===== src/rtl/spc_pkg.sv =====
// package for the sleep and power control block
// assumes a single 200 mhz clock domain and an axi4-lite register port
package spc_pkg;

    // ==========================================================
    // register map
    localparam logic [3:0] SPC_OFF_CTRL = 4'h0;  // sleep_power_control_reg
    localparam logic [3:0] SPC_OFF_GATE = 4'h4;  // peripheral_clock_gate_reg
    localparam logic [3:0] SPC_OFF_CFG  = 4'h8;  // analog helper enables
    localparam logic [3:0] SPC_OFF_STAT = 4'hc;  // live status

    // ==========================================================
    // control register fields
    localparam int SPC_BIT_BROWNOUT_SLEEP_DISABLE  = 7;
    localparam int SPC_BIT_SE    = 5;
    localparam int SPC_BIT_SM_LO = 3;
    localparam int SPC_BIT_BROWNOUT_SLEEP_DISABLE_UNLOCK = 2;
    localparam logic [7:0] SPC_CTRL_RST = 8'h00;

    // gate register fields
    localparam int SPC_BIT_GT16  = 3;
    localparam int SPC_BIT_GT8   = 2;
    localparam int SPC_BIT_GSER  = 1;
    localparam int SPC_BIT_GCNV  = 0;
    localparam logic [7:0] SPC_GATE_RST  = 8'h00;
    localparam logic [7:0] SPC_GATE_MASK = 8'h0f;

    // config register fields
    localparam int SPC_BIT_CNV_EN = 0;
    localparam int SPC_BIT_CMP_EN = 1;
    localparam int SPC_BIT_CMP_BG = 2;
    localparam logic [7:0] SPC_CFG_RST = 8'h00;

    // ==========================================================
    // timing
    localparam int SPC_CLK_MHZ      = 200;
    localparam int SPC_UNLOCK_CYC   = 4;  // window after the unlock write
    localparam int SPC_BROWNOUT_SLEEP_DISABLE_DLY_CYC = 3;  // delay until sleep-disable acts
    localparam int SPC_BROWNOUT_SLEEP_DISABLE_ACT_CYC = 3;  // active time before auto clear
    localparam int SPC_BOD_WAKE_US  = 60;
    localparam int SPC_BOD_WAKE_CYC = SPC_BOD_WAKE_US * SPC_CLK_MHZ;

    typedef enum logic [1:0] {
        SPC_SM_IDLE, SPC_SM_NOISE, SPC_SM_PDOWN, SPC_SM_STBY
    } spc_mode_t;

    typedef enum {SPC_ST_RUN, SPC_ST_SLEEP, SPC_ST_WAKE} spc_state_t;

    // clock request and enable bundle toward the power domain
    typedef struct packed {
        logic cpu_clk_en;
        logic io_clock_en;
        logic converter_clock_en;
        logic osc_en;
        logic t16_clk_en;
        logic t8_clk_en;
        logic ser_clk_en;
        logic cnv_clk_en;
    } spc_clk_t;

    // analog helper enables
    typedef struct packed {
        logic bod_en;
        logic cmp_en;
        logic cnv_en;
        logic vref_en;
        logic wdt_run;
        logic dig_in_en;
        logic cnv_extended;
    } spc_ana_t;

endpackage : spc_pkg


===== src/rtl/spc_sleep_power_control.sv =====
// sleep mode, brown-out sleep-disable and peripheral clock gating
// assumes one clock, synchronous inputs and an axi4-lite master on the register port
//
// How it works
// - an enabled converter stays enabled in every sleep mode
// - after converter off then on, next conversion is flagged extended
// - comparator forced off in power-down and standby
// - comparator using internal reference keeps reference on while comparator enabled
// - fuse-enabled brown-out stays on in sleep unless software disabled
// - reference on only when brown-out, comparator or converter needs it
// - enabled watchdog keeps running in every sleep mode
// - digital inputs off when io and converter clocks stop, wake pins kept
// - sleep-disable acts three cycles after set, clears three cycles later
// - brown-out off only if sleep starts while sleep-disable active
// - unlock bit 2 gates writes of sleep-disable bit 7
// - without software disable both bits read zero
// - sleep entered on sleep instruction only when bit 5 holds one
// - mode field bits 4:3 pick idle, noise, power-down, standby
// - gate register bits 7:4 read zero
// - gate bit 3 freezes the 16-bit timer, clearing resumes it
// - gate bit 2 freezes the 8-bit timer, clearing resumes it
// - gate bit 1 stops serial interface clock
// - gate bit 0 shuts converter and makes comparator unusable
// - sleep-disable turns detector off only in power-down and standby
// - after a brown-out-off sleep, detector back on, wake stretched 60 us
// - gated peripheral frozen, its state held while its clock stops
module spc_sleep_power_control #(
    parameter int          BOD_WAKE_CYC = spc_pkg::SPC_BOD_WAKE_CYC,
    parameter bit          HAS_BOD_SW   = 1'b1
) (
    input  wire logic              aclk,
    input  wire logic              aresetn,
    input  wire logic              clk_en,
    input  wire logic [3:0]        s_axi_awaddr,
    input  wire logic              s_axi_awvalid,
    output logic                   s_axi_awready,
    input  wire logic [31:0]       s_axi_wdata,
    input  wire logic [3:0]        s_axi_wstrb,
    input  wire logic              s_axi_wvalid,
    output logic                   s_axi_wready,
    output logic [1:0]             s_axi_bresp,
    output logic                   s_axi_bvalid,
    input  wire logic              s_axi_bready,
    input  wire logic [3:0]        s_axi_araddr,
    input  wire logic              s_axi_arvalid,
    output logic                   s_axi_arready,
    output logic [31:0]            s_axi_rdata,
    output logic [1:0]             s_axi_rresp,
    output logic                   s_axi_rvalid,
    input  wire logic              s_axi_rready,
    input  wire logic              sleep_instr,
    input  wire logic              wake_event,
    input  wire logic              brownout_level_fuse,
    input  wire logic              wdt_enabled,
    input  wire logic [11:0]       wake_pin_mask,
    output spc_pkg::spc_clk_t      clk_out,
    output spc_pkg::spc_ana_t      ana_out,
    output logic [11:0]            dig_in_en_pins,
    output logic                   sleeping,
    output logic                   cpu_halt
);
    import spc_pkg::*;

    // ==========================================================
    // state
    typedef struct packed {
        logic [7:0]  ctrl;
        logic [7:0]  gate;
        logic [7:0]  cfg;
        logic [2:0]  unlock_cnt;
        logic [2:0]  brownout_sleep_disable_cnt;
        logic        brownout_sleep_disable_act;
        logic        bod_off;
        logic        cnv_was_off;
        logic [31:0] wake_cnt;
        spc_state_t  st;
        logic        aw_got;
        logic [3:0]  aw_addr;
        logic        w_got;
        logic [31:0] w_data;
        logic [3:0]  w_strb;
        logic        bvalid;
        logic        rvalid;
        logic [31:0] rdata;
        spc_clk_t    clk;
        spc_ana_t    ana;
        logic [11:0] dig;
    } spc_state_s_t;

    spc_state_s_t st_ff;
    spc_state_s_t nxt_st;

    // read mux, also used for the status word
    function automatic logic [31:0] rd_word(input logic [3:0] a, input spc_state_s_t s);
        logic [7:0] c;
        c = s.ctrl;
        if (!HAS_BOD_SW) begin
            c[SPC_BIT_BROWNOUT_SLEEP_DISABLE]  = 1'b0;
            c[SPC_BIT_BROWNOUT_SLEEP_DISABLE_UNLOCK] = 1'b0;
        end
        case (a)
            SPC_OFF_CTRL: rd_word = {24'h000000, c};
            SPC_OFF_GATE: rd_word = {24'h000000, s.gate & SPC_GATE_MASK};
            SPC_OFF_CFG:  rd_word = {24'h000000, s.cfg};
            SPC_OFF_STAT: rd_word = {24'h000000, 1'b0, s.ana.vref_en, s.ana.bod_en,
                                     s.brownout_sleep_disable_act, s.bod_off, s.ana.cnv_extended,
                                     s.st == SPC_ST_SLEEP, s.st == SPC_ST_WAKE};
            default:      rd_word = 32'h00000000;
        endcase
    endfunction

    logic       do_wr;
    logic       brownout_sleep_disable_live;
    logic [1:0] mode;
    logic       deep;
    logic       io_stop;
    logic       cnv_stop;

    always_comb begin
        nxt_st = st_ff;
        do_wr = st_ff.aw_got && st_ff.w_got && !st_ff.bvalid;
        mode = st_ff.ctrl[SPC_BIT_SM_LO +: 2];
        deep = st_ff.st == SPC_ST_SLEEP && mode[1];
        brownout_sleep_disable_live = st_ff.brownout_sleep_disable_act;

        // axi handshakes: each channel taken once, response after both
        if (s_axi_awvalid && !st_ff.aw_got) begin
            nxt_st.aw_got  = 1'b1;
            nxt_st.aw_addr = s_axi_awaddr;
        end
        if (s_axi_wvalid && !st_ff.w_got) begin
            nxt_st.w_got  = 1'b1;
            nxt_st.w_data = s_axi_wdata;
            nxt_st.w_strb = s_axi_wstrb;
        end
        if (st_ff.bvalid && s_axi_bready) begin
            nxt_st.bvalid = 1'b0;
        end
        if (s_axi_arvalid && !st_ff.rvalid) begin
            nxt_st.rvalid = 1'b1;
            nxt_st.rdata  = rd_word(s_axi_araddr, st_ff);
        end else if (st_ff.rvalid && s_axi_rready) begin
            nxt_st.rvalid = 1'b0;
        end

        // sleep-disable timing: unlock window then delayed active pulse
        if (st_ff.unlock_cnt != 3'h0) begin
            nxt_st.unlock_cnt = st_ff.unlock_cnt - 3'h1;
        end
        if (st_ff.brownout_sleep_disable_cnt != 3'h0) begin
            nxt_st.brownout_sleep_disable_cnt = st_ff.brownout_sleep_disable_cnt - 3'h1;
            if (st_ff.brownout_sleep_disable_cnt == 3'(SPC_BROWNOUT_SLEEP_DISABLE_ACT_CYC + 1)) begin
                nxt_st.brownout_sleep_disable_act = 1'b1;
            end
            if (st_ff.brownout_sleep_disable_cnt == 3'h1) begin
                nxt_st.brownout_sleep_disable_act = 1'b0;
                nxt_st.ctrl[SPC_BIT_BROWNOUT_SLEEP_DISABLE] = 1'b0;           // auto clear
            end
        end

        // register writes, low byte lane only carries data
        if (do_wr) begin
            nxt_st.aw_got = 1'b0;
            nxt_st.w_got  = 1'b0;
            nxt_st.bvalid = 1'b1;
            if (st_ff.w_strb[0]) begin
                case (st_ff.aw_addr)
                    SPC_OFF_CTRL: begin
                        nxt_st.ctrl[SPC_BIT_SE] = st_ff.w_data[SPC_BIT_SE];
                        nxt_st.ctrl[SPC_BIT_SM_LO +: 2] = st_ff.w_data[SPC_BIT_SM_LO +: 2];
                        if (HAS_BOD_SW) begin
                            nxt_st.ctrl[SPC_BIT_BROWNOUT_SLEEP_DISABLE_UNLOCK] = st_ff.w_data[SPC_BIT_BROWNOUT_SLEEP_DISABLE_UNLOCK];
                            if (st_ff.w_data[SPC_BIT_BROWNOUT_SLEEP_DISABLE] && st_ff.w_data[SPC_BIT_BROWNOUT_SLEEP_DISABLE_UNLOCK]) begin
                                nxt_st.unlock_cnt = 3'(SPC_UNLOCK_CYC);
                            end else if (st_ff.w_data[SPC_BIT_BROWNOUT_SLEEP_DISABLE] &&
                                         st_ff.unlock_cnt != 3'h0) begin
                                // second step inside the window arms the bit
                                nxt_st.ctrl[SPC_BIT_BROWNOUT_SLEEP_DISABLE] = 1'b1;
                                nxt_st.unlock_cnt = 3'h0;
                                nxt_st.brownout_sleep_disable_cnt = 3'(SPC_BROWNOUT_SLEEP_DISABLE_DLY_CYC + SPC_BROWNOUT_SLEEP_DISABLE_ACT_CYC);
                            end
                        end
                    end
                    SPC_OFF_GATE: nxt_st.gate = st_ff.w_data[7:0] & SPC_GATE_MASK;
                    SPC_OFF_CFG:  nxt_st.cfg  = st_ff.w_data[7:0];
                    default: ;
                endcase
            end
        end
        if (st_ff.cfg[SPC_BIT_CNV_EN] == 1'b0) begin
            nxt_st.cnv_was_off = 1'b1;
        end

        // sleep sequencer
        case (st_ff.st)
            SPC_ST_RUN: begin
                if (sleep_instr && st_ff.ctrl[SPC_BIT_SE]) begin
                    nxt_st.st = SPC_ST_SLEEP;
                    // detector off only if sleep-disable active and deep mode
                    nxt_st.bod_off = brownout_sleep_disable_live && mode[1];
                end
            end
            SPC_ST_SLEEP: begin
                if (wake_event) begin
                    nxt_st.bod_off = 1'b0;                  // detector back on
                    if (st_ff.bod_off) begin
                        nxt_st.st = SPC_ST_WAKE;
                        nxt_st.wake_cnt = 32'(BOD_WAKE_CYC);
                    end else begin
                        nxt_st.st = SPC_ST_RUN;
                    end
                end
            end
            SPC_ST_WAKE: begin
                nxt_st.wake_cnt = st_ff.wake_cnt - 32'h1;
                if (st_ff.wake_cnt <= 32'h1) begin
                    nxt_st.st = SPC_ST_RUN;
                end
            end
            default: nxt_st.st = SPC_ST_RUN;
        endcase

        // clock outputs from the settled state
        io_stop  = st_ff.st != SPC_ST_RUN && mode != SPC_SM_IDLE;
        cnv_stop = st_ff.st != SPC_ST_RUN && mode[1];
        nxt_st.clk.cpu_clk_en         = st_ff.st == SPC_ST_RUN;
        nxt_st.clk.io_clock_en        = !io_stop;
        nxt_st.clk.converter_clock_en = !cnv_stop;
        nxt_st.clk.osc_en             = !(st_ff.st == SPC_ST_SLEEP && mode == SPC_SM_PDOWN);
        // gated peripherals hold state since their clock simply stops
        nxt_st.clk.t16_clk_en = !io_stop && !st_ff.gate[SPC_BIT_GT16];
        nxt_st.clk.t8_clk_en  = !io_stop && !st_ff.gate[SPC_BIT_GT8];
        nxt_st.clk.ser_clk_en = !io_stop && !st_ff.gate[SPC_BIT_GSER];
        nxt_st.clk.cnv_clk_en = !cnv_stop && !st_ff.gate[SPC_BIT_GCNV];

        // analog helpers
        nxt_st.ana.cnv_en = st_ff.cfg[SPC_BIT_CNV_EN] && !st_ff.gate[SPC_BIT_GCNV];
        nxt_st.ana.cmp_en = st_ff.cfg[SPC_BIT_CMP_EN] && !deep
                            && !st_ff.gate[SPC_BIT_GCNV];
        nxt_st.ana.bod_en = brownout_level_fuse && !st_ff.bod_off;
        // reference follows its three users comparator path
        nxt_st.ana.vref_en = nxt_st.ana.bod_en || nxt_st.ana.cnv_en ||
                             (nxt_st.ana.cmp_en && st_ff.cfg[SPC_BIT_CMP_BG]);
        nxt_st.ana.wdt_run = wdt_enabled;
        nxt_st.ana.dig_in_en = !(io_stop && cnv_stop);
        nxt_st.dig = nxt_st.ana.dig_in_en ? 12'hfff : wake_pin_mask;
        // first enable after an off period marks an extended conversion
        if (st_ff.cfg[SPC_BIT_CNV_EN] && st_ff.cnv_was_off) begin
            nxt_st.ana.cnv_extended = 1'b1;
            nxt_st.cnv_was_off = 1'b0;
        end else if (!st_ff.cfg[SPC_BIT_CNV_EN]) begin
            nxt_st.ana.cnv_extended = 1'b0;
        end
    end

    // ==========================================================
    // single state register with clock enable
    always_ff @(posedge aclk) begin
        if (!aresetn) begin
            st_ff <= '{ctrl: SPC_CTRL_RST, gate: SPC_GATE_RST, cfg: SPC_CFG_RST,
                       st: SPC_ST_RUN, cnv_was_off: 1'b1,
                       clk: '{default: 1'b1}, dig: 12'hfff,
                       ana: '{wdt_run: 1'b0, default: 1'b0}, default: '0};
        end else if (clk_en) begin
            st_ff <= nxt_st;
        end
    end

    assign s_axi_awready  = !st_ff.aw_got && clk_en;   // a frozen slave must not look ready
    assign s_axi_wready   = !st_ff.w_got && clk_en;
    assign s_axi_bvalid   = st_ff.bvalid;
    assign s_axi_bresp    = 2'h0;
    assign s_axi_arready  = !st_ff.rvalid && clk_en;
    assign s_axi_rvalid   = st_ff.rvalid;
    assign s_axi_rdata    = st_ff.rdata;
    assign s_axi_rresp    = 2'h0;
    assign clk_out        = st_ff.clk;
    assign ana_out        = st_ff.ana;
    assign dig_in_en_pins = st_ff.dig;
    assign sleeping       = st_ff.st == SPC_ST_SLEEP;
    assign cpu_halt       = st_ff.st != SPC_ST_RUN;
endmodule // spc_sleep_power_control

===== config.mk =====
export PLATFORM = sky130hd
export DESIGN_NAME = spc_sleep_power_control
export DESIGN_NICKNAME = d
export VERILOG_FILES = /design/src/rtl/spc_pkg.sv /design/src/rtl/spc_sleep_power_control.sv
export SDC_FILE = /design/constraint.sdc
export NUM_CORES = 1
export LEC_CHECK = 0
export ABC_AREA = 1
export BUFFER_PORTS_ARGS = -buffer_cell sky130_fd_sc_hd__buf_2
export CORE_MARGIN = 1.5
export CORE_UTILIZATION = 49
export DETAILED_ROUTE_END_ITERATION = 10
export PLACE_DENSITY_LB_ADDON = 0.08
export SETUP_SLACK_MARGIN = 0.4
export SLEW_MARGIN = 15
export SYNTH_ARGS = -nofsm -noshare
export SYNTH_HDL_FRONTEND = slang
export SYNTH_SLANG_ARGS = --single-unit

===== constraint.sdc =====
create_clock -name aclk -period 1.4 [get_ports aclk]
set_input_delay 0.07 -clock aclk [delete_from_list [all_inputs] [get_ports aclk]]
set_output_delay 0.07 -clock aclk [all_outputs]
set_load 0.01 [all_outputs]

Word-level counts from Yosys, hierarchy flattened
Cells that the tools add are included.
{ "totals": {"regBits": 193, "output_inout_bits": 70, "inputBits": 68, "elab_cells": 172} }
{ "classes": {"n_lt_le_gt_ge": 1, "muxes": 41, "reduce_logical": 75, "n_eq_ne": 17, "n_addsub": 3} }
{ "ops": {"columns": ["operator", "count"], "rows": [
  ["$mux 32", 3],
  ["$pmux 32 s3", 1],
  ["$eq 32x2->1 const B", 2],
  ["$logic_not 32->1", 2],
  ["$mux 64", 1],
  ["$pmux 32 s2", 1],
  ["$mux 37", 1],
  ["$eq 32x1->1 const B", 1],
  ["$eq 32x3->1 const B", 1],
  ["$le 32x1->1 const B", 1],
  ["$pmux 8 s4", 1],
  ["$reduce_bool 32->1", 1],
  ["$sub 32x1->32 const B", 1],
  ["$logic_and 1x1->1", 29],
  ["$mux 6", 4],
  ["$reduce_and 4->1", 6],
  ["$mux 1", 21],
  ["$reduce_and 2->1", 8],
  ["$reduce_bool 2->1", 8],
  ["$logic_not 1->1", 14],
  ["$eq 4x4->1 const B", 3],
  ["$mux 12", 1],
  ["$mux 3", 3],
  ["$eq 4x3->1 const B", 2],
  ["other kinds (14)", 21]
]} }

Logic depth before layout (Yosys ltp)
{ "logic_depth": {"ltp_word": 9, "ltp_mapped": 11, "depth_no_buf": 11} }

Worst setup path before layout
No wires, ideal clock.
{ "synth_timing": {"path_kind": "reg2reg", "from": "register st_ff[135] (netlist name)", "to": "register st_ff[165] (netlist name)", "setup_ns": 0.113, "path_buffers": 0, "stages_incl_launch_ff": 12, "t_arrival_ns": 1.322, "required_time_ns": 1.287, "period_less_slack_ns": 1.435, "setup_slack_ns": -0.035, "cell_sequence": "dfxtp_1 > inv_1 > ha_1 > nand2_2 > nor2_4 > inv_1 > nor2_4 > nand2_1 > nor2_1 > nand2_1 > nand2_1 > nor2_1"} }
{ "synth_between": {"elab_chain_len": 2} }
{ "synth_lines": {"columns": ["item", "line", "text"], "rows": [
  ["start, declared", "spc_sleep_power_control.sv:90", "spc_state_s_t st_ff;"],
  ["start signal, assigned", "spc_sleep_power_control.sv:260", "st_ff <= '{ctrl: SPC_CTRL_RST, gate: SPC_GATE_RST, cfg: SPC_CFG_RST,"],
  ["start signal, assigned", "spc_sleep_power_control.sv:265", "st_ff <= nxt_st;"],
  ["$sub 32x1->32", "spc_sleep_power_control.sv:215", "nxt_st.wake_cnt = st_ff.wake_cnt - 32'h1;"],
  ["$pmux 32 s2", "spc_sleep_power_control.sv:195", "case (st_ff.st)"]
]} }
No other way between the ends.
A chain may end at the register's enable or synchronous reset.

Worst setup path in the final report
{ "layout_timing": {"from": "register st_ff[141] (netlist name)", "to": "register st_ff[161] (netlist name)"} }
The elaborated chain is that of the path after synthesis.

==> impl_metrics.toml <==
[status]
failed_checks = "negative setup slack"
status = "finished, violations left"

[layout]
diodes = 0
final_nets = 1054
drive_gt1_share_pct = 46.5
fin_cells = 1127
fill_cells = 792
area_delta_synth_final_pct = 50.8

[synthesis]
synth.top_cell.area_share_pct = 39.3
synthesis.area_um2 = 5710
ys_seq_elements = 112
synthTopCellsByArea = "dfxtp_1 (39%), nand2_1 (12%), buf_4 (8.7%), nor2_1 (6.2%), a21oi_1 (6.0%)"
synth-edff-count = 0
synth_cells = 803
async_flop_share_pct = 0
yosysSeqAreaShare_pct = 39.3
yosys_warnings = 0
syn_avg_cell_area_um2 = 7.11
synth.most_common_cell = "nand2_1"
synthDistinctLibCells = 38
yosys_most_used_dff = "dfxtp_1"
ys_top_cells_by_count = "nand2_1 (175), dfxtp_1 (112), nor2_1 (95)"
yosysTopAreaCell = "dfxtp_1"

[worst_setup_path]
cp-end-kind = "flop"
arrival_ns = 1.69
crit_path_start_kind = "flop"
critical_path_required_ns = 1.65
cp_max_fo = 7
worstSetupPathType = "reg -> reg"

[timing]
fin_skew_ns = 0.0128
fin_crit_sh_pct = 103
finalMaxSlewViolations = 0
finalHoldViolations = 0
fin_ws_ns = -0.0391
finalCriticalPeriod_ns = 1.44
rsz0062_at_grt = "yes"
setup_viol = 7
fmax_mhz = 695
timing.hold.ws_ns = 0.0227

[worst_hold_path]
hold_class = "in -> reg"

[detailed_routing]
via_count = 5747
first_pass_iters = 5
wirelength_um = 16600
post_drt_wl_per_cell_um = 14.7
ant_nets = 0
drtIter0Drc = 270
via_per_inst = 5.10
drc = 0

[die]
design.die.area_um2 = 12300
start_util_pct = 50.2
num_rows = 39
fp.dieH_um = 111
core_area_um2 = 11400
io_pins = 138
die_x_um = 111

[grt]
grt_pass1_vias = 5485
grt_pass1_wl_um = 25500
grt_start_max_net_pins = 38
grt_overflow = 0
grt_usage_pct = 25.3
antenna_found_initial = 0

[clocking]
cts_tree = "built"
clockBufferDepth = 2
clk_pin_slew_worst_paths_ns = 0.07
root_buffer = "clkbuf_16"
htree_num_levels = 3
numCtsBuffers = 9
cts.sink_count = 112
clk_latency_ns = 0.35

[place]
dp_slack_ns = -0.0335
place_congestion = 0.870
portBuffers = 82
dp.final_hpwl_um = 10100
dp.cells = 1026

[power_and_ir_drop]
p_leak_nw = 3.90
ir_drop_v = 0.000808
power.density_nw_per_um2 = 1030
fin_total_pwr_mw = 8.89

[run]
maxCapViolCount = 0
metrics by stage:
step,TNS (ns),utilization [%],area [um^2]
floorplan,0,-,6100
global placement,-0.00115,57.5,6540
detailed placement,-0.111,57.5,6540
CTS,-0.00650,70.6,8030
global route,-2.12,75.7,8610
finish,-0.102,75.7,8610
path summary, 6_finish.rpt:
kind,startpoint,end,slack (ns),cells after the start
max reg2reg,st_ff[141]$_SDFFE_PN0P_,st_ff[161]$_SDFFE_PN0P_,-0.04,8
min reg2reg,clk_out[5]$_SDFFE_PN1P_,clk_out[5]$_SDFFE_PN1P_,0.46,2
min,s_axi_awvalid,st_ff[98]$_SDFFE_PN0P_,0.02,3
max,st_ff[141]$_SDFFE_PN0P_,st_ff[161]$_SDFFE_PN0P_,-0.04,8
final cells by class:
type	instances	area, um^2	area share (%)
Clock inverter	5	38.8	0.451
Sequential cell	112	2290	26.6
Multi-Input combinational cell	547	3640	42.3
Tap cell	143	179	2.08
Clock buffer	11	233	2.70
Timing Repair Buffer	219	1840	21.3
Inverter	90	387	4.49
cell families after synthesis:
logic type	share of synthesized area (%)
and+or+nand+nor	29.6
buffers and inverters	16.0
AOI/OAI and AO/OA	13.2
DFF	39.3
adders and majority gates	1.53
xor gates and xnor gates	0.460
other	0.0657
where the power goes:
group          internal, mW  leakage [nW]  switching (mW)
combinational          1.34          2.84            1.55
sequential             3.39         0.927           0.191
clock                  1.23         0.136            1.20
total                  5.95          3.90            2.94
cells in the final DEF, fill, tap and decap left out, types with 13 or more instances in the layout:
| cell | synthesis | final |
|---|---|---|
| nand2_1 | 175 | 141 |
| dfxtp_1 | 112 | 84 |
| buf_2 | 7 | 77 |
| nor2_1 | 95 | 67 |
| inv_1 | 82 | 62 |
| buf_4 | 66 | 53 |
| buf_6 | 0 | 51 |
| a21oi_2 | 0 | 37 |
| nor2_4 | 7 | 34 |
| dlygate4sd3_1 | 0 | 29 |
| a21oi_1 | 68 | 28 |
| conb_1 | 1 | 28 |
| nand3_2 | 3 | 26 |
| nand2_2 | 6 | 22 |
| dfxtp_2 | 0 | 22 |
| o21ai_2 | 0 | 20 |
| nand2_4 | 3 | 19 |
| o21ai_1 | 6 | 18 |
| inv_2 | 6 | 16 |
| nand4_1 | 13 | 13 |
layer usage:
layer | track usage [%] | part of all wire [%]
met1 | 31.0 | 42
met2 | 46.4 | 52
met3 | 3.17 | 3.6
met4 | 6.92 | 2.0
met5 | 0 | 0
flip-flops by register name, indices dropped and copies added (netlist names), 2 cells and up:
signal	flops
mode	2
dig_in_en_pins	12
ana_out	7
st_ff	72
s_axi_rdata	8
clk_out	8
repair_timing:
item	4_1_cts	5_1_grt
gates resized for setup	163	123
endpoints found under the hold margin	29	0
endpoints found under the setup margin	97	112
setup buffers	32	20
cloned	4	0
pin swaps	77	77
hold buffers	29	0
critical path, cell delays in order (launching register included):
cell and delay (ns):
dfxtp_4 0.36, nor2_1 0.15, nand2_2 0.11, nor2_4 0.16, nand3_4 0.12, nor2_4 0.20
nand4_1 0.11, nand2_1 0.09, nor2_1 0.04
(Power assumes the default switching activity.)
